## src/serial_port_pkg.sv

```systemverilog
// Constants shared by the serial port control block and its bit-rate generator
package serial_port_pkg;
   localparam int          ADR_W          = 11;
   localparam int          DIV_W          = 13;
   // Register indexes; byte address is four times the index
   localparam logic [8:0]  IDX_BAUD_HI    = 9'h070;
   localparam logic [8:0]  IDX_BAUD_LO    = 9'h071;
   localparam logic [8:0]  IDX_FRAME_CTL  = 9'h072;
   localparam logic [8:0]  IDX_FUNC_CTL   = 9'h073;
   localparam logic [8:0]  IDX_STATUS_ONE = 9'h074;
   localparam logic [8:0]  IDX_STATUS_TWO = 9'h075;
   localparam logic [8:0]  IDX_DATA_HI    = 9'h076;
   localparam logic [8:0]  IDX_DATA_LO    = 9'h077;
   // Values after reset
   localparam logic [7:0]  RST_BAUD_HI    = 8'h00;
   localparam logic [7:0]  RST_BAUD_LO    = 8'h04;
   localparam logic [7:0]  RST_FRAME_CTL  = 8'h00;
   localparam logic [7:0]  RST_FUNC_CTL   = 8'h00;
   localparam logic [7:0]  RST_STATUS_ONE = 8'hC0;
   localparam logic [7:0]  FRAME_CTL_MASK = 8'hDF;
   // frame_control fields
   localparam int          FC_LOOP        = 7;
   localparam int          FC_ODRAIN      = 6;
   localparam int          FC_NINE        = 4;
   localparam int          FC_WAKE        = 3;
   localparam int          FC_ILT         = 2;
   localparam int          FC_PAR         = 1;
   localparam int          FC_ODD         = 0;
   // function_control fields
   localparam int          FN_TIE         = 7;
   localparam int          FN_TX_DONE_IRQ_EN        = 6;
   localparam int          FN_RIE         = 5;
   localparam int          FN_QIE         = 4;
   localparam int          FN_TXON        = 3;
   localparam int          FN_RXON        = 2;
   localparam int          FN_SLEEP       = 1;
   localparam int          FN_BRK         = 0;
   // Field position of the T8 bit in data_buffer high
   localparam int          DH_T8          = 6;
   // Oversampling and frame lengths
   localparam logic [3:0]  OS_LAST        = 4'hF;
   localparam logic [3:0]  SMP_A          = 4'h7;
   localparam logic [3:0]  SMP_B          = 4'h8;
   localparam logic [3:0]  SMP_C          = 4'h9;
   localparam logic [3:0]  FRAME_BITS_8   = 4'hA;
   localparam logic [3:0]  FRAME_BITS_9   = 4'hB;
endpackage : serial_port_pkg

```

## src/serial_baud_gen.sv

```systemverilog
// Bit-rate generator: one 16x oversample enable pulse every 2*divisor clocks
`timescale 1ns/100ps
`default_nettype none
module serial_baud_gen #(
   parameter int DIV_W = serial_port_pkg::DIV_W
) (
   input  wire logic             i_core_clk,
   input  wire logic             i_resetn,
   input  wire logic [DIV_W-1:0] i_divisor,
   input  wire logic             i_run,
   output logic                  o_tick
);
   import serial_port_pkg::*;

   typedef struct packed {
      logic [DIV_W:0] cnt;
      logic           tick;
   } gen_state_t;

   gen_state_t q;
   gen_state_t n;
   logic [DIV_W:0] last;

   assign last = {i_divisor, 1'b0} - {{DIV_W{1'b0}}, 1'b1};

   always_comb begin
      n = q;
      n.tick = 1'b0;
      if (!i_run || i_divisor == '0) begin
         n.cnt = '0;
      end else if (q.cnt >= last) begin
         n.cnt  = '0;
         n.tick = 1'b1;
      end else begin
         n.cnt = q.cnt + 1'b1;
      end
   end

   always_ff @(posedge i_core_clk or negedge i_resetn) begin
      if (!i_resetn) begin
         q <= '0;
      end else begin
         q <= n;
      end
   end

   assign o_tick = q.tick;
endmodule : serial_baud_gen
`default_nettype wire

```

## src/serial_port_ctrl.sv

```systemverilog
// Asynchronous serial port: registers, transmitter, receiver, wake-up and idle logic
//
// The Wishbone slave port was left to the implementer.
`timescale 1ns/100ps
`default_nettype none
// Behaviour
// - Bit rate is clock over 32 times divisor
// - Generator stops on zero divisor or both off
// - Divisor takes effect on low byte write
// - Loopback feeds transmitter to receiver, pin high
// - Open-drain pin driving when selected
// - Nine or eight data bits per frame
// - Wake on address mark or idle line
// - Idle counting after stop or after start
// - Parity generated and checked, odd or even
// - Transmit empty and done interrupt requests
// - Receive, overrun and idle interrupt requests
// - Transmitter starts frames and receiver runs only when enabled
// - Sleep arms wake-up, blocks receive interrupts
// - Break frames sent while break control set
// - Buffer empty flag, cleared status-read then write
// - Done flag, cleared status-read then write only while transmitter busy
// - Buffer full flag, cleared status-read then read
// - Quiet flag once per activity, not sleeping
// - Overrun when buffer still full on arrival
// - Noise when majority samples disagree
// - Framing error on zero stop bit
// - Parity error on wrong received parity
// - Start low, data LSB first, stop high
// - Overrun hides framing error, keeps old data
module serial_port_ctrl (
   input  wire logic                              i_core_clk,
   input  wire logic                              i_resetn,
   input  wire logic                              i_wb_cyc,
   input  wire logic                              i_wb_stb,
   input  wire logic                              i_wb_we,
   input  wire logic [serial_port_pkg::ADR_W-1:0] i_wb_adr,
   input  wire logic [31:0]                       i_wb_dat,
   input  wire logic [3:0]                        i_wb_sel,
   output logic      [31:0]                       o_wb_dat,
   output logic                                   o_wb_ack,
   input  wire logic                              i_rxd,
   output logic                                   o_txd_out,
   output logic                                   o_txd_oe_n,
   output logic                                   o_irq
);
   import serial_port_pkg::*;

   typedef enum logic {TX_IDLE, TX_SHIFT} tx_st_t;
   typedef enum logic {RX_IDLE, RX_FRAME} rx_st_t;

   typedef struct packed {
      logic             ack;
      logic [7:0]       rdat;
      logic [7:0]       bd_hi;
      logic [7:0]       bd_lo;
      logic [DIV_W-1:0] div_eff;
      logic [7:0]       fctl;
      logic [7:0]       fnc;
      logic [7:0]       stat;
      logic [7:0]       arm;
      logic [8:0]       tbuf;
      tx_st_t           tx_st;
      logic [10:0]      tsh;
      logic [3:0]       tcnt;
      logic [3:0]       tph;
      logic             tx_on_d;
      logic             pre;
      logic             txd_int;
      logic             pin_out;
      logic             pin_oen;
      logic             rx_s1;
      logic             rx_s2;
      rx_st_t           rx_st;
      logic [3:0]       rph;
      logic [3:0]       rbits;
      logic [2:0]       smp;
      logic [8:0]       rsh;
      logic             rnoise;
      logic [8:0]       rdata;
      logic [3:0]       isub;
      logic [3:0]       icnt;
      logic             line_act;
   } port_state_t;

   port_state_t q;
   port_state_t n;
   logic        tick;
   logic        run;
   logic        acc;
   logic        wr;
   logic        rd;
   logic [8:0]  idx;

   // Build the serial frame, LSB first, parity taking the top data bit
   function automatic logic [10:0] tx_frame(input logic [8:0] d, input logic nine,
                                            input logic par, input logic odd);
      logic [8:0] v;
      v = d;
      if (par && nine) begin
         v[8] = (^d[7:0]) ^ odd;
      end else if (par) begin
         v[7] = (^d[6:0]) ^ odd;
      end
      tx_frame = nine ? {1'b1, v, 1'b0} : {2'b11, v[7:0], 1'b0};
   endfunction : tx_frame

   function automatic logic [3:0] frame_bits(input logic nine);
      frame_bits = nine ? FRAME_BITS_9 : FRAME_BITS_8;
   endfunction : frame_bits

   assign acc = i_wb_cyc & i_wb_stb & ~q.ack;
   assign wr  = acc & i_wb_we & i_wb_sel[0];
   assign rd  = acc & ~i_wb_we;
   assign idx = i_wb_adr[ADR_W-1:2];
   assign run = q.fnc[FN_TXON] | q.fnc[FN_RXON];

   serial_baud_gen #(
      .DIV_W (DIV_W)
   ) u_baud (
      .i_core_clk (i_core_clk),
      .i_resetn   (i_resetn),
      .i_divisor  (q.div_eff),
      .i_run      (run),
      .o_tick     (tick)
   );

   always_comb begin
      logic       nine;
      logic       tx_on;
      logic       rx_on;
      logic       brk;
      logic       loop;
      logic       rxin;
      logic       maj;
      logic       msb;
      logic       val;
      logic       drv;
      logic [8:0] d;
      nine  = q.fctl[FC_NINE];
      tx_on = q.fnc[FN_TXON];
      rx_on = q.fnc[FN_RXON];
      brk   = q.fnc[FN_BRK];
      loop  = q.fctl[FC_LOOP];
      rxin  = loop ? q.txd_int : q.rx_s2;
      maj   = 1'b0;
      msb   = 1'b0;
      val   = 1'b1;
      drv   = 1'b0;
      d     = '0;
      n     = q;
      n.ack = acc;
      n.rx_s1 = i_rxd;
      n.rx_s2 = q.rx_s1;

      // Register bus; clears come first so hardware sets below win
      if (rd) begin
         unique case (idx)
            IDX_BAUD_HI:    n.rdat = q.bd_hi;
            IDX_BAUD_LO:    n.rdat = q.bd_lo;
            IDX_FRAME_CTL:  n.rdat = q.fctl;
            IDX_FUNC_CTL:   n.rdat = q.fnc;
            IDX_STATUS_ONE: begin
               n.rdat = q.stat;
               n.arm  = q.stat;
            end
            IDX_STATUS_TWO: n.rdat = {7'h00, q.rx_st == RX_FRAME};
            IDX_DATA_HI:    n.rdat = {q.rdata[8], q.tbuf[8], 6'h00};
            IDX_DATA_LO:    begin
               n.rdat      = q.rdata[7:0];
               n.stat[5:0] = q.stat[5:0] & ~q.arm[5:0];
               n.arm[5:0]  = 6'h00;
            end
            default:        n.rdat = 8'h00;
         endcase
      end
      if (wr) begin
         unique case (idx)
            IDX_BAUD_HI:   n.bd_hi = i_wb_dat[7:0];
            IDX_BAUD_LO:   begin
               n.bd_lo   = i_wb_dat[7:0];
               n.div_eff = {q.bd_hi[DIV_W-9:0], i_wb_dat[7:0]};
            end
            IDX_FRAME_CTL: n.fctl = i_wb_dat[7:0] & FRAME_CTL_MASK;
            IDX_FUNC_CTL:  n.fnc = i_wb_dat[7:0];
            IDX_DATA_HI:   n.tbuf[8] = i_wb_dat[DH_T8];
            IDX_DATA_LO:   begin
               n.tbuf[7:0] = i_wb_dat[7:0];
               n.stat[7:6] = q.stat[7:6] & ~q.arm[7:6];
               n.arm[7:6]  = 2'b00;
            end
            default:       ;
         endcase
      end

      // Transmitter
      n.tx_on_d = tx_on;
      if (tx_on && !q.tx_on_d) begin
         n.pre = 1'b1;
      end
      if (!run) begin
         n.tx_st = TX_IDLE;
      end else if (tick) begin
         unique case (q.tx_st)
            TX_IDLE: begin
               n.tph  = 4'h0;
               n.tcnt = frame_bits(nine);
               if (tx_on && q.pre) begin
                  n.tsh   = '1;
                  n.pre   = 1'b0;
                  n.tx_st = TX_SHIFT;
               end else if (tx_on && brk) begin
                  n.tsh   = '0;
                  n.tx_st = TX_SHIFT;
               end else if (tx_on && !q.stat[7]) begin
                  n.tsh     = tx_frame(q.tbuf, nine, q.fctl[FC_PAR], q.fctl[FC_ODD]);
                  n.stat[7] = 1'b1;
                  n.tx_st   = TX_SHIFT;
               end
            end
            TX_SHIFT: begin
               n.tph = q.tph + 4'h1;
               if (q.tph == OS_LAST) begin
                  n.tsh  = {1'b1, q.tsh[10:1]};
                  n.tcnt = q.tcnt - 4'h1;
                  if (q.tcnt == 4'h1) begin
                     n.tx_st = TX_IDLE;
                  end
               end
            end
         endcase
      end
      if (q.tx_st == TX_IDLE && q.stat[7] && !brk && !q.pre) begin
         n.stat[6] = 1'b1;
      end
      // Idle line stays low between back-to-back break frames
      n.txd_int = (n.tx_st == TX_SHIFT) ? n.tsh[0] : ~(brk & tx_on);
      val       = loop ? 1'b1 : n.txd_int;
      drv       = n.fnc[FN_TXON] | (n.tx_st == TX_SHIFT);
      n.pin_out = val;
      n.pin_oen = ~(drv & (~n.fctl[FC_ODRAIN] | ~val));

      // Receiver, 16x oversampled with three-sample majority
      if (!rx_on || !run) begin
         n.rx_st = RX_IDLE;
         n.icnt  = 4'h0;
      end else if (tick) begin
         n.isub = q.isub + 4'h1;
         if (q.isub == OS_LAST) begin
            if (!rxin || (q.fctl[FC_ILT] && q.rx_st == RX_FRAME)) begin
               n.icnt = 4'h0;
            end else if (q.icnt != frame_bits(nine)) begin
               n.icnt = q.icnt + 4'h1;
            end
            if (q.icnt + 4'h1 == frame_bits(nine) && rxin && q.line_act) begin
               n.line_act = 1'b0;
               if (q.fnc[FN_SLEEP] && !q.fctl[FC_WAKE]) begin
                  n.fnc[FN_SLEEP] = 1'b0;
               end
               if (!q.fnc[FN_SLEEP]) begin
                  n.stat[4] = 1'b1;
               end
            end
         end
         unique case (q.rx_st)
            RX_IDLE: begin
               if (!rxin) begin
                  n.rx_st    = RX_FRAME;
                  n.rph      = 4'h0;
                  n.rbits    = 4'h0;
                  n.rnoise   = 1'b0;
                  n.line_act = 1'b1;
               end
            end
            RX_FRAME: begin
               n.rph = q.rph + 4'h1;
               if (q.rph == SMP_A) n.smp[0] = rxin;
               if (q.rph == SMP_B) n.smp[1] = rxin;
               if (q.rph == SMP_C) n.smp[2] = rxin;
               if (q.rph == OS_LAST) begin
                  maj      = (q.smp[0] & q.smp[1]) | (q.smp[0] & q.smp[2]) |
                             (q.smp[1] & q.smp[2]);
                  n.rnoise = q.rnoise | ~((&q.smp) | ~(|q.smp));
                  n.rbits  = q.rbits + 4'h1;
                  if (q.rbits == 4'h0 && maj) begin
                     n.rx_st = RX_IDLE;
                  end else if (q.rbits + 4'h1 != frame_bits(nine)) begin
                     if (q.rbits != 4'h0) n.rsh = {maj, q.rsh[8:1]};
                  end else begin
                     n.rx_st = RX_IDLE;
                     d   = nine ? q.rsh : {1'b0, q.rsh[8:1]};
                     msb = nine ? d[8] : d[7];
                     if (q.fnc[FN_SLEEP] && q.fctl[FC_WAKE] && msb) begin
                        n.fnc[FN_SLEEP] = 1'b0;
                     end
                     if (!q.fnc[FN_SLEEP] || (q.fctl[FC_WAKE] && msb)) begin
                        if (q.stat[5] || q.stat[1]) begin
                           n.stat[3] = 1'b1;
                        end else begin
                           n.rdata   = d;
                           n.stat[5] = 1'b1;
                           n.stat[2] = n.rnoise;
                           n.stat[1] = ~maj;
                           n.stat[0] = q.fctl[FC_PAR] &
                                       ((nine ? ^d : ^d[7:0]) ^ q.fctl[FC_ODD]);
                        end
                     end
                  end
               end
            end
         endcase
      end
   end

   always_ff @(posedge i_core_clk or negedge i_resetn) begin
      if (!i_resetn) begin
         q         <= '0;
         q.bd_hi   <= RST_BAUD_HI;
         q.bd_lo   <= RST_BAUD_LO;
         q.div_eff <= {RST_BAUD_HI[DIV_W-9:0], RST_BAUD_LO};
         q.fctl    <= RST_FRAME_CTL;
         q.fnc     <= RST_FUNC_CTL;
         q.stat    <= RST_STATUS_ONE;
         q.txd_int <= 1'b1;
         q.pin_out <= 1'b1;
         q.pin_oen <= 1'b1;
         q.rx_s1   <= 1'b1;
         q.rx_s2   <= 1'b1;
      end else begin
         q <= n;
      end
   end

   assign o_wb_dat   = {24'h000000, q.rdat};
   assign o_wb_ack   = q.ack;
   assign o_txd_out  = q.pin_out;
   assign o_txd_oe_n = q.pin_oen;
   // Receive sources are gated in sleep so a stale flag cannot wake the CPU
   assign o_irq = (q.fnc[FN_TIE] & q.stat[7]) | (q.fnc[FN_TX_DONE_IRQ_EN] & q.stat[6]) |
                  (~q.fnc[FN_SLEEP] & q.fnc[FN_RIE] & (q.stat[5] | q.stat[3])) |
                  (~q.fnc[FN_SLEEP] & q.fnc[FN_QIE] & q.stat[4]);
endmodule : serial_port_ctrl
`default_nettype wire

```

## config.mk

```make
export PLATFORM = sky130hd
export DESIGN_NAME = serial_port_ctrl
export DESIGN_NICKNAME = d
export VERILOG_FILES = /design/src/serial_port_pkg.sv /design/src/serial_baud_gen.sv /design/src/serial_port_ctrl.sv
export SDC_FILE = /design/constraint.sdc
export NUM_CORES = 1
export LEC_CHECK = 0
export ABC_AREA = 1
export BUFFER_PORTS_ARGS = -buffer_cell sky130_fd_sc_hd__buf_4
export CORE_AREA = 8 8 123 125
export CTS_CLUSTER_DIAMETER = 30
export CTS_CLUSTER_SIZE = 40
export DETAILED_ROUTE_END_ITERATION = 12
export DIE_AREA = 0 0 131 133
export PLACE_DENSITY_LB_ADDON = 0.08
export SLEW_MARGIN = 10
export SYNTH_ARGS = -nofsm -noshare
export SYNTH_HDL_FRONTEND = slang
export SYNTH_SLANG_ARGS = --single-unit
export TNS_END_PERCENT = 50
```

## constraint.sdc

```tcl
create_clock -name i_core_clk -period 3.5 [get_ports i_core_clk]
set_input_delay 0.35 -clock i_core_clk [delete_from_list [all_inputs] [get_ports i_core_clk]]
set_output_delay 0.35 -clock i_core_clk [all_outputs]
set_load 0.02 [all_outputs]
```

==> impl_results.html, run 1 <==
<table>
<tr><th>Metric</th><th>Value</th></tr>
<tr><th colspan="2">STA</th></tr>
<tr><td>Shortest clock period the worst path allows after layout</td><td>2780 ps</td></tr>
<tr><td>Final Skew</td><td>7.15 ps</td></tr>
<tr><td>Minimum hold slack</td><td>23.3 ps</td></tr>
<tr><td>Max-slew headroom at the worst pin</td><td>0.444</td></tr>
<tr><td>Worst Slack Setup Final</td><td>717 ps</td></tr>
<tr><td>Unrepaired setup endpoints after global routing</td><td>false</td></tr>
<tr><td>Share of the clock period used by the worst path after layout</td><td>0.795</td></tr>
<tr><td>Fin. Hold Viols</td><td>0</td></tr>
<tr><td>Post-Route Setup TNS</td><td>0 ps</td></tr>
<tr><td>Highest clock rate</td><td>359 MHz</td></tr>
<tr><td>Number of setup violations in the final report</td><td>0</td></tr>
<tr><td>Worst Tran Pin Value</td><td>832 ps</td></tr>
<tr><td>Final count of pins violating max slew</td><td>0</td></tr>
<tr><th colspan="2">Floorplan</th></tr>
<tr><td>Initial Util</td><td>0.633</td></tr>
<tr><td>Die outline width</td><td>131 um</td></tr>
<tr><td>Chip Height</td><td>133 um</td></tr>
<tr><td>Number of I/O pins</td><td>89</td></tr>
<tr><td>Std-Cell Core Area</td><td>13100 um2</td></tr>
<tr><td>Number of placement rows</td><td>42</td></tr>
<tr><td>Area of the die</td><td>17400 um2</td></tr>
<tr><th colspan="2">Clock network</th></tr>
<tr><td>Number of gates given a new drive strength after cts</td><td>0</td></tr>
<tr><td>Worst-case clock buffer depth</td><td>2</td></tr>
<tr><td>CTS root buffer</td><td>sky130_fd_sc_hd__clkbuf_16</td></tr>
<tr><td>Number of buffers created by CTS</td><td>17</td></tr>
<tr><td>Number of hold buffers added after CTS</td><td>1</td></tr>
<tr><td>TritonCTS clock tree</td><td>built</td></tr>
<tr><td>CTS H-tree lvls</td><td>4</td></tr>
<tr><td>Worst skew pair latency</td><td>430 ps</td></tr>
<tr><td>Post-CTS setup buffer count</td><td>0</td></tr>
<tr><td>Clock sink total</td><td>152</td></tr>
<tr><td>Clk slew on worst S/H paths</td><td>60 ps</td></tr>
<tr><th colspan="2">Routing</th></tr>
<tr><td>Ratio of routed vias to standard cells</td><td>5.46</td></tr>
<tr><td>Post-route antenna net violation count</td><td>0</td></tr>
<tr><td>Drt wl/cell</td><td>15.4 um</td></tr>
<tr><td>Post-detailed-route DRC marker count</td><td>0</td></tr>
<tr><td>DR iter-0 viols</td><td>547</td></tr>
<tr><td>Number of iterations in the first detailed-routing pass</td><td>6</td></tr>
<tr><td>Total wire length after detailed routing</td><td>18900 um</td></tr>
<tr><td>Vias post-DR</td><td>6711</td></tr>
<tr><th colspan="2">Power and ir drop</th></tr>
<tr><td>Share of power burned in combinational logic</td><td>0.037</td></tr>
<tr><td>VDD IR-drop max</td><td>0.382 mV</td></tr>
<tr><td>Fraction of power consumed by sequential logic</td><td>0.477</td></tr>
<tr><td>Clk network pwr share</td><td>0.486</td></tr>
<tr><td>Switching share of total power</td><td>0.228</td></tr>
<tr><td>Internal power</td><td>2870 uW</td></tr>
<tr><td>PwrDens</td><td>407 nW/um2</td></tr>
<tr><td>Net Switching</td><td>845 uW</td></tr>
<tr><td>Leak</td><td>0.00444 uW</td></tr>
<tr><th colspan="2">Synth</th></tr>
<tr><td>Synth warn</td><td>0</td></tr>
<tr><td>Biggest area consumer among synthesized cells</td><td>sky130_fd_sc_hd__dfrtp_1</td></tr>
<tr><td>Proportion of synthesized chip area in sequential cells</td><td>0.461</td></tr>
<tr><td>Area of the mapped netlist</td><td>8280 um2</td></tr>
<tr><td>Mux contribution to synthesized area</td><td>0.00121</td></tr>
<tr><td>XOR/XNOR Fraction of Synth Area</td><td>0.0400</td></tr>
<tr><td>Number of enable flip-flop cells after synthesis</td><td>0</td></tr>
<tr><td>Predominant post-synthesis flop cell</td><td>sky130_fd_sc_hd__dfrtp_1</td></tr>
<tr><td>Syn_area_per_cell</td><td>8.18 um2</td></tr>
<tr><td>Flops &amp; latches, synth</td><td>152</td></tr>
<tr><td>Post-synthesis instance total</td><td>1012</td></tr>
<tr><td>Area share of the leading cell type in the synthesized netlist</td><td>0.435</td></tr>
<tr><td>Largest cells by area after synthesis</td><td>sky130_fd_sc_hd__dfrtp_1, sky130_fd_sc_hd__nand2_1, sky130_fd_sc_hd__inv_1</td></tr>
<tr><td>Compound-Gate Fraction of Synth Area</td><td>0.133</td></tr>
<tr><td>Number of library cell types mapped by synthesis</td><td>53</td></tr>
<tr><td>Simple-gate portion of the synthesized area</td><td>0.227</td></tr>
<tr><td>Share of async-settable or async-resettable flops after synthesis</td><td>1.00</td></tr>
<tr><td>Dominant combinational cell family by area after synthesis</td><td>simple AND/OR/NAND/NOR gates</td></tr>
<tr><td>Adder and majority cell fraction of the synthesized area</td><td>0.0378</td></tr>
<tr><th colspan="2">Placement</th></tr>
<tr><td>Placer Congestion</td><td>0.887</td></tr>
<tr><td>Cell count after placement</td><td>1196</td></tr>
<tr><td>Dpl hpwl</td><td>13600 um</td></tr>
<tr><td>Number of buffers added on ports</td><td>35</td></tr>
<tr><td>Post-placement worst setup slack</td><td>740 ps</td></tr>
<tr><td>Area post-placement</td><td>8530 um2</td></tr>
<tr><th colspan="2">Finish</th></tr>
<tr><td>Design area</td><td>9110 um2</td></tr>
<tr><td>Number of standard cells in the layout, taps in and fillers out</td><td>1229</td></tr>
<tr><td>Commonest cells after routing, fill and taps aside</td><td>sky130_fd_sc_hd__nand2_1, sky130_fd_sc_hd__dfrtp_1, sky130_fd_sc_hd__inv_1</td></tr>
<tr><td>Most common library cell in the layout ignoring fill and taps</td><td>sky130_fd_sc_hd__nand2_1</td></tr>
<tr><td>Area Overhead vs Synth</td><td>10.1%</td></tr>
<tr><td>Share of post-route cells with drive strength above 1</td><td>0.117</td></tr>
<tr><td>Layout net count</td><td>1118</td></tr>
<tr><td>Inserted Diodes</td><td>0</td></tr>
<tr><th colspan="2">Critical path</th></tr>
<tr><td>CP Cell Sequence</td><td>nor2_1, inv_1, nor2_1, inv_2, nor3_2, nand3_1, nor3_1, xor2_1, inv_1, ha_1, nand2_1, o21ai_0, a21oi_1, and2_1, nand2_2, nor3b_1</td></tr>
<tr><td>Cell depth of the worst flop-to-flop path</td><td>16</td></tr>
<tr><td>Type of destination of the critical path</td><td>register</td></tr>
<tr><td>Data arrival at the endpoint of the critical path</td><td>3120 ps</td></tr>
<tr><td>Highest net fanout along the worst path</td><td>14</td></tr>
<tr><td>R2r endpoint</td><td>u_baud.q[13]</td></tr>
<tr><td>Flop2flop setup slack</td><td>720 ps</td></tr>
<tr><td>Launch instance of the worst register-to-register path</td><td>q[122]</td></tr>
<tr><td>Endpoint required time on the critical path</td><td>3840 ps</td></tr>
<tr><td>Library cell contributing the largest single delay on the critical path</td><td>sky130_fd_sc_hd__dfrtp_1</td></tr>
<tr><td>CP startpoint kind</td><td>register</td></tr>
<tr><td>Largest stage delay, worst path</td><td>390 ps</td></tr>
<tr><td>Crit path kind</td><td>reg -&gt; reg</td></tr>
<tr><th colspan="2">Hold path</th></tr>
<tr><td>Cells on Worst Hold Path</td><td>1</td></tr>
<tr><td>Hold Path Origin</td><td>i_rxd</td></tr>
<tr><td>Hold crit path type</td><td>in -&gt; reg</td></tr>
<tr><td>Terminating pin of the worst hold path</td><td>n[40]</td></tr>
<tr><th colspan="2">Outcome</th></tr>
<tr><td>Run status</td><td>completed</td></tr>
<tr><th colspan="2">Global routing</th></tr>
<tr><td>Total global routing overflow</td><td>0</td></tr>
<tr><td>Largest net degree at the start of global routing</td><td>69</td></tr>
<tr><td>Vias in the first global route</td><td>6408</td></tr>
<tr><td>Global router's overall resource usage</td><td>0.227</td></tr>
<tr><td>Number of antenna violations at the first check in global routing</td><td>0</td></tr>
<tr><td>First-pass GRT wire length</td><td>31200 um</td></tr>
<tr><th colspan="2">Job</th></tr>
<tr><td>Maximum capacitance violations</td><td>0</td></tr>
</table>
==> kinds of logic (layout without fill, tap and decap cells) <==
logic type,after synthesis,after routing
flip-flops,152,152
buffers and inverters,179,197
AO/OA/AOI/OAI,191,191
other,1,24
adder cells (fa/ha/maj),25,25
XOR/XNOR,37,37
multiplexers,1,1
AND/OR/NAND/NOR,426,426
==> worst max path at each step <==
stage / slack, ps / cells after the start / start / endpoint
after detailed placement: 740 / 16 / q[122] / u_baud.q[13]
after CTS: 730 / 16 / q[122] / u_baud.q[13]
after global routing: 420 / 16 / q[122] / u_baud.q[13]
after floorplan: 1100 / 17 / q[122] / u_baud.q[14]
after global placement: 830 / 14 / q[121] / u_baud.q[9]
final: 720 / 16 / q[122] / u_baud.q[13]
==> per-stage QoR <==
| step | utilization | total power, uW |
|---|---|---|
| after floorplan | - | 1880 |
| after global placement | 0.652 | 1940 |
| after detailed placement | 0.652 | 1940 |
| after CTS | 0.697 | 3720 |
| after global routing | 0.697 | 3810 |
| final | 0.697 | 3710 |
==> area by class of cell <==
| type | instances | area, um2 |
|---|---|---|
| fill | 1045 | 3970 |
| sequential | 152 | 3810 |
| multi-input combinational | 704 | 3720 |
| inverter | 125 | 469 |
| clock buffer | 21 | 450 |
| timing repair buffer | 40 | 319 |
| tap | 176 | 220 |
| clock inverter | 11 | 124 |
==> synthesized netlist by cell type (all sizes together), types with 2 or more instances <==
library cell	count
nand4	7
dfstp	8
o22ai	6
and3	3
a211oi	3
o31ai	5
a22oi	8
o21a	3
a32o	2
nor2	88
nand3	48
nor3b	4
a31oi	3
xnor2	14
o2111ai	2
ha	25
nand2	254
dfrtp	144
o41ai	3
nor3	15
o21ai	111
nor4	3
or2	2
clkbuf	5
a21oi	35
xor2	23
a22o	5
buf	49
inv	125
==> power by group through the flow <==
| stage | clock (uW) | sequential, uW | combinational (uW) |
|---|---|---|---|
| final | 1800 | 1770 | 139 |
| after global routing | 1890 | 1770 | 156 |
| after CTS | 1810 | 1770 | 140 |
| after detailed placement | 0 | 1800 | 139 |
| after global placement | 0 | 1800 | 137 |
| after floorplan | 0 | 1800 | 81.9 |
==> critical path, delay by kind of cell, from the launching register on <==
| kind | cells | cell delay [ps] |
|---|---|---|
| simple gates | 9 | 1500 |
| flops | 1 | 390 |
| xor+xnor | 1 | 170 |
| buf+inv | 3 | 160 |
| fa+ha+maj | 1 | 260 |
| compound gates | 2 | 200 |
==> state kept, by name, indices dropped and copies added, names as in the netlist <==
register and cells:
o_wb_dat 8, n 2, q 124, o_txd_out 1, u_baud.q 14, o_txd_oe_n 1, u_baud.o_tick 1, o_wb_ack 1
==> metal layers <==
| layer | track usage | wire (um) |
|---|---|---|
| met1 | 0.313 | 8700 |
| met2 | 0.343 | 8660 |
| met3 | 0.0575 | 1310 |
| met4 | 0.0676 | 233 |
| met5 | 0 | 0 |
No activity file was read; power rests on OpenSTA's default activity.
==> run 2, diff against run 1 <==
--- a/config.mk
+++ b/config.mk
@@ -5,13 +5,13 @@
 export SDC_FILE = /design/constraint.sdc
 export NUM_CORES = 1
 export LEC_CHECK = 0
-export ABC_AREA = 1
+export ABC_AREA = 0
 export BUFFER_PORTS_ARGS = -buffer_cell sky130_fd_sc_hd__buf_4
-export CORE_AREA = 8 8 123 125
+export CORE_AREA = 8 8 129 131
 export CTS_CLUSTER_DIAMETER = 30
 export CTS_CLUSTER_SIZE = 40
 export DETAILED_ROUTE_END_ITERATION = 12
-export DIE_AREA = 0 0 131 133
+export DIE_AREA = 0 0 137 139
 export PLACE_DENSITY_LB_ADDON = 0.08
 export SLEW_MARGIN = 10
 export SYNTH_ARGS = -nofsm -noshare
==> constraint.sdc (replaced) <==
create_clock -name i_core_clk -period 2.59 [get_ports i_core_clk]
set_input_delay 0.259 -clock i_core_clk [delete_from_list [all_inputs] [get_ports i_core_clk]]
set_output_delay 0.259 -clock i_core_clk [all_outputs]
set_load 0.02 [all_outputs]
==> run 2 against run 1 <==
  * The run now ends with setup timing left
  * Sequential share of layout area down 2.2 points
  * Synthesized cell count down 17%
  * Setup slack worse by 770 ps
  * Flip-flop and latch count unchanged
  * Maximum frequency up 5.2%
  * Non-clock buffer count up 31
  * Sequential power up 36%
  * Cell count down 11%
  * Critical path type unchanged
==> impl_results.html, run 2 <==
<table>
<tr><th>Metric</th><th>Value</th></tr>
<tr><th colspan="2">Outcome</th></tr>
<tr><td>Run status</td><td>finished with violations</td></tr>
<tr><td>Violated checks</td><td>setup timing</td></tr>
<tr><th colspan="2">Routing</th></tr>
<tr><td>Drt wl/cell</td><td>18.0 um (+17%)</td></tr>
<tr><td>Ratio of routed vias to standard cells</td><td>5.76 (+5.5%)</td></tr>
<tr><td>Post-detailed-route DRC marker count</td><td>0 (unchanged)</td></tr>
<tr><td>Vias post-DR</td><td>6288 (-6.3%)</td></tr>
<tr><td>Number of iterations in the first detailed-routing pass</td><td>4 (-2)</td></tr>
<tr><td>DR iter-0 viols</td><td>340 (-38%)</td></tr>
<tr><td>Post-route antenna net violation count</td><td>0 (unchanged)</td></tr>
<tr><td>Total wire length after detailed routing</td><td>19600 um (+4.0%)</td></tr>
<tr><th colspan="2">Finish</th></tr>
<tr><td>Layout net count</td><td>969 (-13%)</td></tr>
<tr><td>Fillers</td><td>1153 (+10%)</td></tr>
<tr><td>Area Overhead vs Synth</td><td>14.5%</td></tr>
<tr><td>Number of standard cells in the layout, taps in and fillers out</td><td>1092 (-11%)</td></tr>
<tr><td>Number of flip-flops in the largest register</td><td>124 (unchanged)</td></tr>
<tr><td>Commonest cells after routing, fill and taps aside</td><td>sky130_fd_sc_hd__dfrtp_1, sky130_fd_sc_hd__nand2_1, sky130_fd_sc_hd__buf_4</td></tr>
<tr><td>Most common library cell in the layout ignoring fill and taps</td><td>sky130_fd_sc_hd__dfrtp_1</td></tr>
<tr><td>Register containing the most flip-flops in the final layout</td><td>q</td></tr>
<tr><td>Share of post-route cells with drive strength above 1</td><td>0.239 (+0.122)</td></tr>
<tr><td>Inserted Diodes</td><td>0 (unchanged)</td></tr>
<tr><th colspan="2">Job</th></tr>
<tr><td>Maximum capacitance violations</td><td>0 (unchanged)</td></tr>
<tr><th colspan="2">STA</th></tr>
<tr><td>Number of setup violations in the final report</td><td>14 (+14)</td></tr>
<tr><td>Worst Tran Pin Value</td><td>743 ps (-89.5 ps)</td></tr>
<tr><td>Share of the clock period used by the worst path after layout</td><td>1.02 (+0.226)</td></tr>
<tr><td>Highest clock rate</td><td>378 MHz (+5.2%)</td></tr>
<tr><td>Unrepaired setup endpoints after global routing</td><td>true</td></tr>
<tr><td>Minimum hold slack</td><td>106 ps (+82.3 ps)</td></tr>
<tr><td>Final Skew</td><td>14.0 ps (+6.84 ps)</td></tr>
<tr><td>Fin. Hold Viols</td><td>0 (unchanged)</td></tr>
<tr><td>Shortest clock period the worst path allows after layout</td><td>2650 ps (-138 ps)</td></tr>
<tr><td>Final count of pins violating max slew</td><td>0 (unchanged)</td></tr>
<tr><td>Worst Slack Setup Final</td><td>-55.3 ps (-772 ps)</td></tr>
<tr><td>Max-slew headroom at the worst pin</td><td>0.505 (+0.0603)</td></tr>
<tr><th colspan="2">Critical path</th></tr>
<tr><td>CP startpoint kind</td><td>register</td></tr>
<tr><td>Most prevalent standard cell on the critical path</td><td>sky130_fd_sc_hd__a21o_1</td></tr>
<tr><td>Endpoint required time on the critical path</td><td>2940 ps (-900 ps)</td></tr>
<tr><td>Startpoint of the worst setup timing path</td><td>q[125]</td></tr>
<tr><td>CP Cell Sequence</td><td>nor4_4, nand2b_1, nor2_2, nand2_2, nor3_4, xnor2_2, ha_1, a21o_1, a21o_1, a21oi_2, o21ai_1, a21o_2, buf_6, nor2_4</td></tr>
<tr><td>Launch instance of the worst register-to-register path</td><td>q[125]</td></tr>
<tr><td>Highest net fanout along the worst path</td><td>5 (-9)</td></tr>
<tr><td>R2r endpoint</td><td>u_baud.q[8]</td></tr>
<tr><td>CP endpoint</td><td>u_baud.q[8]</td></tr>
<tr><td>Crit path kind</td><td>reg -&gt; reg</td></tr>
<tr><td>Flop2flop setup slack</td><td>-60 ps (-770 ps)</td></tr>
<tr><td>Largest stage delay, worst path</td><td>400 ps (about the same)</td></tr>
<tr><td>Library cell contributing the largest single delay on the critical path</td><td>sky130_fd_sc_hd__dfrtp_1</td></tr>
<tr><td>Type of destination of the critical path</td><td>register</td></tr>
<tr><td>Cell depth of the worst flop-to-flop path</td><td>14 (-2)</td></tr>
<tr><td>Data arrival at the endpoint of the critical path</td><td>2990 ps (-130 ps)</td></tr>
<tr><th colspan="2">Synth</th></tr>
<tr><td>Largest cells by area after synthesis</td><td>sky130_fd_sc_hd__dfrtp_1, sky130_fd_sc_hd__mux2_2, sky130_fd_sc_hd__nand2_1</td></tr>
<tr><td>Cell with the most instances after synthesis</td><td>sky130_fd_sc_hd__dfrtp_1</td></tr>
<tr><td>Top cells by count, synth</td><td>sky130_fd_sc_hd__dfrtp_1, sky130_fd_sc_hd__nand2_1, sky130_fd_sc_hd__mux2_2, sky130_fd_sc_hd__nor2_1, sky130_fd_sc_hd__o21ai_0</td></tr>
<tr><td>Syn_area_per_cell</td><td>9.98 um2 (+22%)</td></tr>
<tr><td>Post-synthesis instance total</td><td>842 (-17%)</td></tr>
<tr><td>Synth warn</td><td>0 (unchanged)</td></tr>
<tr><td>Number of enable flip-flop cells after synthesis</td><td>0 (unchanged)</td></tr>
<tr><td>Area of the mapped netlist</td><td>8400 um2 (+1.5%)</td></tr>
<tr><td>Proportion of synthesized chip area in sequential cells</td><td>0.454 (-0.00679)</td></tr>
<tr><td>Area share of the leading cell type in the synthesized netlist</td><td>0.429 (-0.00641)</td></tr>
<tr><td>Flops &amp; latches, synth</td><td>152 (unchanged)</td></tr>
<tr><td>Biggest area consumer among synthesized cells</td><td>sky130_fd_sc_hd__dfrtp_1</td></tr>
<tr><td>Number of library cell types mapped by synthesis</td><td>70 (+32%)</td></tr>
<tr><td>Predominant post-synthesis flop cell</td><td>sky130_fd_sc_hd__dfrtp_1</td></tr>
<tr><td>Share of async-settable or async-resettable flops after synthesis</td><td>1.00 (unchanged)</td></tr>
<tr><th colspan="2">Placement</th></tr>
<tr><td>Cell count after placement</td><td>1050 (-12%)</td></tr>
<tr><td>Number of buffers added on ports</td><td>35 (unchanged)</td></tr>
<tr><td>Placer Congestion</td><td>0.865 (-2.4%)</td></tr>
<tr><td>Post-placement worst setup slack</td><td>-128 ps (-868 ps)</td></tr>
<tr><td>Dpl hpwl</td><td>14100 um (+3.5%)</td></tr>
<tr><th colspan="2">Global routing</th></tr>
<tr><td>First-pass GRT wire length</td><td>32000 um (+2.8%)</td></tr>
<tr><td>Global router's overall resource usage</td><td>0.213 (-0.0138)</td></tr>
<tr><td>Most crowded layer after global routing</td><td>met2</td></tr>
<tr><td>Met2 track utilization from global routing</td><td>0.348 (+0.00500)</td></tr>
<tr><td>Met3 layer usage reported by global route</td><td>0.0402 (-0.0172)</td></tr>
<tr><td>Vias in the first global route</td><td>6329 (-1.2%)</td></tr>
<tr><td>Number of antenna violations at the first check in global routing</td><td>0 (unchanged)</td></tr>
<tr><td>Largest net degree at the start of global routing</td><td>81 (+17%)</td></tr>
<tr><td>Total global routing overflow</td><td>0 (unchanged)</td></tr>
<tr><td>Routing usage on met1</td><td>0.263 (-0.0497)</td></tr>
<tr><th colspan="2">Clock network</th></tr>
<tr><td>Clk slew on worst S/H paths</td><td>60 ps (about the same)</td></tr>
<tr><td>CTS H-tree lvls</td><td>4 (unchanged)</td></tr>
<tr><td>Worst-case clock buffer depth</td><td>2 (unchanged)</td></tr>
<tr><td>CTS root buffer</td><td>sky130_fd_sc_hd__clkbuf_16</td></tr>
<tr><td>TritonCTS clock tree</td><td>built</td></tr>
<tr><td>Clock sink total</td><td>152 (unchanged)</td></tr>
<tr><td>Worst skew pair latency</td><td>420 ps (about the same)</td></tr>
<tr><td>Number of buffers created by CTS</td><td>17 (unchanged)</td></tr>
<tr><th colspan="2">Hold path</th></tr>
<tr><td>Hold crit path type</td><td>in -&gt; reg</td></tr>
<tr><th colspan="2">Floorplan</th></tr>
<tr><td>Number of placement rows</td><td>45 (+7.1%)</td></tr>
<tr><td>Chip Height</td><td>139 um (+4.5%)</td></tr>
<tr><td>Initial Util</td><td>0.570 (-0.0631)</td></tr>
<tr><td>Std-Cell Core Area</td><td>14800 um2 (+13%)</td></tr>
<tr><td>Die outline width</td><td>137 um (+4.6%)</td></tr>
<tr><td>Area of the die</td><td>19000 um2 (+9.3%)</td></tr>
<tr><td>Number of I/O pins</td><td>89 (unchanged)</td></tr>
<tr><th colspan="2">Power and ir drop</th></tr>
<tr><td>VDD IR-drop max</td><td>0.521 mV (+36%)</td></tr>
<tr><td>Overall power consumption</td><td>5120 uW (+38%)</td></tr>
<tr><td>PwrDens</td><td>532 nW/um2 (+31%)</td></tr>
<tr><td>Leak</td><td>0.00447 uW (+0.71%)</td></tr>
</table>
run 2: cell count changes after synthesis, sizes merged, moves of 27 or more:
cell	change
inv	-108
mux2	+57
nand2	-141
nor2	-27
o21ai	-45
run 2: repair_timing:
action | 4_1_cts | 5_1_grt
hold endpoints to repair | 75 | 0
gates cloned | 1 | 0
pin swaps | 22 | 12
setup buffers | 4 | 3
setup endpoints to repair | 15 | 15
hold buffers | 2 | 0
resized for setup | 13 | 21
run 2: power by group:
group          total [uW]  switching, uW  leakage [uW]  internal (uW)
clock network        2510            945      0.000291           1560
logic                 220            154       0.00217           65.8
registers            2400           9.46       0.00202           2390
run 2: kinds of logic (layout without fill, tap and decap cells):
family | count (synthesis) | count (layout) | synth area share
DFF | 152 | 152 | 0.454
and+or+nand+nor | 294 | 294 | 0.178
muxes | 82 | 82 | 0.109
other | 1 | 24 | 0.000446
xor gates and xnor gates | 46 | 46 | 0.0479
adders and majority gates | 26 | 26 | 0.0384
buffers and inverters | 81 | 120 | 0.0555
AOI/OAI and AO/OA | 160 | 160 | 0.117
run 2: worst min-delay path by stage:
stage                startpoint  slack, ps     endpoint  cells past startpoint
finish              i_wb_dat[0]        110       q[121]                      3
global route        i_wb_dat[0]        100       q[121]                      3
CTS                 i_wb_dat[0]         90       q[121]                      3
floorplan              i_resetn        -40        n[46]                      0
detailed placement        n[40]        350        q[40]                      0
global placement       i_resetn        350  u_baud.q[3]                      1
run 2: cell type report:
| type | count | area, um2 | area share |
|---|---|---|---|
| multi-input combinational | 632 | 4350 | 0.452 |
| sequential | 152 | 3810 | 0.396 |
| timing repair buffer | 71 | 566 | 0.0588 |
| clock buffer | 23 | 468 | 0.0486 |
| tap | 188 | 235 | 0.0244 |
| clock inverter | 9 | 126 | 0.0131 |
| inverter | 17 | 63.8 | 0.00663 |
run 2: worst max-delay path, delay by kind of cell (launching register included):
kind,cells,cell delay (ps)
buffers and inverters,1,150
AOI/OAI and AO/OA,5,740
adders and majority gates,1,260
and+or+nand+nor,6,890
DFF,1,400
xor gates and xnor gates,1,140
run 2: metrics by stage:
step	area (um2)	util	TNS (ps)
2_1_floorplan	8500	-	0
3_3_place_gp	8810	0.597	-427
3_5_place_dp	8810	0.597	-1510
4_1_cts	9500	0.644	-2470
5_1_grt	9630	0.653	-3310
6_report	9630	0.653	-574
run 2: layer usage:
| metal | up-vias | share of wire |
|---|---|---|
| li1 | 3001 | - |
| met2 | 113 | 0.51 |
| met5 | - | 0 |
| met1 | 3139 | 0.43 |
| met4 | 0 | 0.026 |
| met3 | 35 | 0.033 |
==> run 3, diff against run 2 <==
--- a/config.mk
+++ b/config.mk
@@ -12,6 +12,7 @@
 export CTS_CLUSTER_SIZE = 40
 export DETAILED_ROUTE_END_ITERATION = 12
 export DIE_AREA = 0 0 137 139
+export MAX_ROUTING_LAYER = met4
 export PLACE_DENSITY_LB_ADDON = 0.08
 export SLEW_MARGIN = 10
 export SYNTH_ARGS = -nofsm -noshare
==> run 3 against run 2 <==
  * The run still ends with setup timing left
  * Via count up 0.40%
  * Critical path depth unchanged
  * Maximum frequency down 1.1%
  * Cell count unchanged
==> impl_results.html, run 3 (synthesized netlist as in run 2, its figures left out) <==
<table>
<tr><th>Metric</th><th>Value</th></tr>
<tr><th colspan="2">Outcome</th></tr>
<tr><td>Run status</td><td>finished with violations</td></tr>
<tr><td>Violated checks</td><td>setup timing</td></tr>
<tr><th colspan="2">Hold path</th></tr>
<tr><td>Terminating pin of the worst hold path</td><td>q[121]</td></tr>
<tr><td>Hold Path Origin</td><td>i_wb_dat[0]</td></tr>
<tr><td>Cells on Worst Hold Path</td><td>3 (unchanged)</td></tr>
<tr><td>Hold crit path type</td><td>in -&gt; reg</td></tr>
<tr><th colspan="2">Routing</th></tr>
<tr><td>Post-route antenna net violation count</td><td>0 (unchanged)</td></tr>
<tr><td>Total wire length after detailed routing</td><td>19600 um (about the same)</td></tr>
<tr><td>Post-Route M1 WL</td><td>8280 um (-2.1%)</td></tr>
<tr><td>Number of iterations in the first detailed-routing pass</td><td>4 (unchanged)</td></tr>
<tr><td>Drt wl/cell</td><td>18.0 um (about the same)</td></tr>
<tr><td>Met3 WL</td><td>806 um (+25%)</td></tr>
<tr><td>Ratio of routed vias to standard cells</td><td>5.78 (+0.40%)</td></tr>
<tr><td>DR iter-0 viols</td><td>336 (-1.2%)</td></tr>
<tr><td>Vias post-DR</td><td>6313 (+0.40%)</td></tr>
<tr><td>Post-detailed-route DRC marker count</td><td>0 (unchanged)</td></tr>
<tr><td>Top layer used by detailed routing</td><td>met4</td></tr>
<tr><td>Detailed-routed wire length on met2</td><td>9910 um (-1.3%)</td></tr>
<tr><th colspan="2">Clock network</th></tr>
<tr><td>TritonCTS clock tree</td><td>built</td></tr>
<tr><td>CTS H-tree lvls</td><td>4 (unchanged)</td></tr>
<tr><td>Clock sink total</td><td>152 (unchanged)</td></tr>
<tr><td>CTS root buffer</td><td>sky130_fd_sc_hd__clkbuf_16</td></tr>
<tr><td>Clk slew on worst S/H paths</td><td>60 ps (about the same)</td></tr>
<tr><td>Worst skew pair latency</td><td>430 ps (about the same)</td></tr>
<tr><td>Worst-case clock buffer depth</td><td>2 (unchanged)</td></tr>
<tr><td>Number of buffers created by CTS</td><td>17 (unchanged)</td></tr>
<tr><th colspan="2">Global routing</th></tr>
<tr><td>Global router's overall resource usage</td><td>0.219 (+0.00603)</td></tr>
<tr><td>Number of antenna violations at the first check in global routing</td><td>0 (unchanged)</td></tr>
<tr><td>First-pass GRT wire length</td><td>32000 um (about the same)</td></tr>
<tr><td>Vias in the first global route</td><td>6334 (+0.079%)</td></tr>
<tr><td>Total global routing overflow</td><td>0 (unchanged)</td></tr>
<tr><td>Largest net degree at the start of global routing</td><td>81 (unchanged)</td></tr>
<tr><th colspan="2">Critical path</th></tr>
<tr><td>Launch instance of the worst register-to-register path</td><td>q[125]</td></tr>
<tr><td>Data arrival at the endpoint of the critical path</td><td>3030 ps (+40 ps)</td></tr>
<tr><td>Type of destination of the critical path</td><td>register</td></tr>
<tr><td>R2r endpoint</td><td>u_baud.q[8]</td></tr>
<tr><td>Crit path kind</td><td>reg -&gt; reg</td></tr>
<tr><td>Flop2flop setup slack</td><td>-80 ps (-30 ps)</td></tr>
<tr><td>Highest net fanout along the worst path</td><td>5 (unchanged)</td></tr>
<tr><td>Endpoint required time on the critical path</td><td>2940 ps (about the same)</td></tr>
<tr><td>Cell depth of the worst flop-to-flop path</td><td>14 (unchanged)</td></tr>
<tr><td>CP startpoint kind</td><td>register</td></tr>
<tr><th colspan="2">Placement</th></tr>
<tr><td>Dpl hpwl</td><td>14100 um (unchanged)</td></tr>
<tr><td>Number of buffers added on ports</td><td>35 (unchanged)</td></tr>
<tr><td>Area post-placement</td><td>8810 um2 (unchanged)</td></tr>
<tr><td>Placer Congestion</td><td>0.879 (+1.6%)</td></tr>
<tr><th colspan="2">Finish</th></tr>
<tr><td>Fillers</td><td>1152 (-0.087%)</td></tr>
<tr><td>Design area</td><td>9630 um2 (about the same)</td></tr>
<tr><td>Most common library cell in the layout ignoring fill and taps</td><td>sky130_fd_sc_hd__dfrtp_1</td></tr>
<tr><td>Register containing the most flip-flops in the final layout</td><td>q</td></tr>
<tr><td>Commonest cells after routing, fill and taps aside</td><td>sky130_fd_sc_hd__dfrtp_1, sky130_fd_sc_hd__nand2_1, sky130_fd_sc_hd__buf_4</td></tr>
<tr><td>Share of post-route cells with drive strength above 1</td><td>0.240 (+0.00111)</td></tr>
<tr><td>Layout net count</td><td>969 (unchanged)</td></tr>
<tr><td>Number of flip-flops in the largest register</td><td>124 (unchanged)</td></tr>
<tr><td>Final standard cell utilization of the core</td><td>0.653 (about the same)</td></tr>
<tr><td>Area Overhead vs Synth</td><td>14.5% (about the same)</td></tr>
<tr><td>Inserted Diodes</td><td>0 (unchanged)</td></tr>
<tr><th colspan="2">STA</th></tr>
<tr><td>Fin. Hold Viols</td><td>0 (unchanged)</td></tr>
<tr><td>Final count of pins violating max slew</td><td>0 (unchanged)</td></tr>
<tr><td>Worst Tran Pin Value</td><td>742 ps (-0.477 ps)</td></tr>
<tr><td>Max-slew headroom at the worst pin</td><td>0.505 (about the same)</td></tr>
<tr><td>Final Skew</td><td>10.4 ps (-3.54 ps)</td></tr>
<tr><td>Worst Slack Setup Final</td><td>-83.9 ps (-28.5 ps)</td></tr>
<tr><td>Share of the clock period used by the worst path after layout</td><td>1.03 (+0.0110)</td></tr>
<tr><td>Shortest clock period the worst path allows after layout</td><td>2670 ps (+28.5 ps)</td></tr>
<tr><td>Unrepaired setup endpoints after global routing</td><td>true</td></tr>
<tr><td>Highest clock rate</td><td>374 MHz (-1.1%)</td></tr>
<tr><td>Number of setup violations in the final report</td><td>15 (+1)</td></tr>
<tr><th colspan="2">Power and ir drop</th></tr>
<tr><td>PwrDens</td><td>532 nW/um2 (about the same)</td></tr>
<tr><td>Fraction of power consumed by sequential logic</td><td>0.468 (about the same)</td></tr>
<tr><td>Leak</td><td>0.00447 uW (about the same)</td></tr>
<tr><td>Net Switching</td><td>1110 uW (-0.12%)</td></tr>
<tr><td>Clk network pwr share</td><td>0.489 (about the same)</td></tr>
<tr><td>VDD IR-drop max</td><td>0.528 mV (+1.4%)</td></tr>
<tr><td>Share of power burned in combinational logic</td><td>0.043 (about the same)</td></tr>
<tr><td>Internal power</td><td>4010 uW (about the same)</td></tr>
<tr><td>Switching share of total power</td><td>0.216 (about the same)</td></tr>
<tr><th colspan="2">Floorplan</th></tr>
<tr><td>Number of I/O pins</td><td>89 (unchanged)</td></tr>
<tr><td>Number of placement rows</td><td>45 (unchanged)</td></tr>
<tr><td>Std-Cell Core Area</td><td>14800 um2 (unchanged)</td></tr>
<tr><td>Die outline width</td><td>137 um (unchanged)</td></tr>
<tr><td>Area of the die</td><td>19000 um2 (unchanged)</td></tr>
<tr><td>Chip Height</td><td>139 um (unchanged)</td></tr>
<tr><td>Initial Util</td><td>0.570 (unchanged)</td></tr>
<tr><th colspan="2">Job</th></tr>
<tr><td>Maximum capacitance violations</td><td>0 (unchanged)</td></tr>
</table>
[run 3: power by group through the flow]
| stage | sequential (uW) | combinational, uW | clock, uW |
|---|---|---|---|
| 3_3_place_gp | 2440 | 212 | 0 |
| 3_5_place_dp | 2440 | 216 | 0 |
| 2_1_floorplan | 2440 | 131 | 0 |
| 5_1_grt | 2400 | 243 | 2640 |
| 6_report | 2400 | 220 | 2500 |
| 4_1_cts | 2400 | 220 | 2550 |
[run 3: how the worst max path moves through the flow]
| stage | startpoint | endpoint | slack, ps |
|---|---|---|---|
| after floorplan | q[125] | u_baud.q[11] | 20 |
| after detailed placement | q[125] | u_baud.q[3] | -130 |
| after CTS | q[125] | u_baud.q[7] | -180 |
| after global routing | q[125] | u_baud.q[9] | -260 |
| final | q[125] | u_baud.q[8] | -80 |
| after global placement | q[125] | u_baud.q[2] | -40 |
[run 3: per-stage QoR]
stage          setup TNS (ps)  instances  hold WS (ps)  worst slack (ps)  power (uW)
6_report                 -928       1092           106             -83.9        5120
5_1_grt                 -3680       1092          98.7              -265        5290
4_1_cts                 -2470       1089          89.2              -181        5170
3_5_place_dp            -1510       1050           347              -128        2650
3_3_place_gp             -427       1050           345             -44.6        2650
2_1_floorplan               0        865         -36.6              15.8        2570
[run 3: repair_timing]
action | 4_1_cts | 5_1_grt
hold buffers | 2 | 0
cloned | 1 | 0
gates resized for setup | 13 | 22
endpoints found under the setup margin | 15 | 15
endpoints found under the hold margin | 75 | 0
pin swaps | 22 | 12
buffers inserted | 4 | 3
[run 3: cell type report]
| type | instances | area, um2 | share of cell area |
|---|---|---|---|
| multi-input cells | 632 | 4350 | 0.452 |
| flip-flops and latches | 152 | 3810 | 0.396 |
| repair buffers | 71 | 569 | 0.0591 |
| clock buffers | 23 | 468 | 0.0486 |
| well taps | 188 | 235 | 0.0244 |
| clock inverters | 9 | 126 | 0.0131 |
| inverters | 17 | 63.8 | 0.00663 |
[run 3: layer usage]
| layer | vias up | track usage |
|---|---|---|
| met2 | 129 | 0.350 |
| met5 | - | - |
| met3 | 47 | 0.0388 |
| li1 | 2992 | - |
| met4 | 0 | 0.106 |
| met1 | 3145 | 0.263 |
[run 3: critical path, cell delays in order, from the launching register on]
cell	delay (ps)
sky130_fd_sc_hd__dfrtp_1	400
sky130_fd_sc_hd__nor4_4	280
sky130_fd_sc_hd__nand2b_1	130
sky130_fd_sc_hd__nor2_2	150
sky130_fd_sc_hd__nand2_2	110
sky130_fd_sc_hd__nor3_4	180
sky130_fd_sc_hd__xnor2_2	140
sky130_fd_sc_hd__ha_1	260
sky130_fd_sc_hd__a21o_1	160
sky130_fd_sc_hd__a21o_1	160
sky130_fd_sc_hd__a21oi_2	100
sky130_fd_sc_hd__o21ai_1	70
sky130_fd_sc_hd__a21o_2	250
sky130_fd_sc_hd__buf_6	150
sky130_fd_sc_hd__nor2_4	80
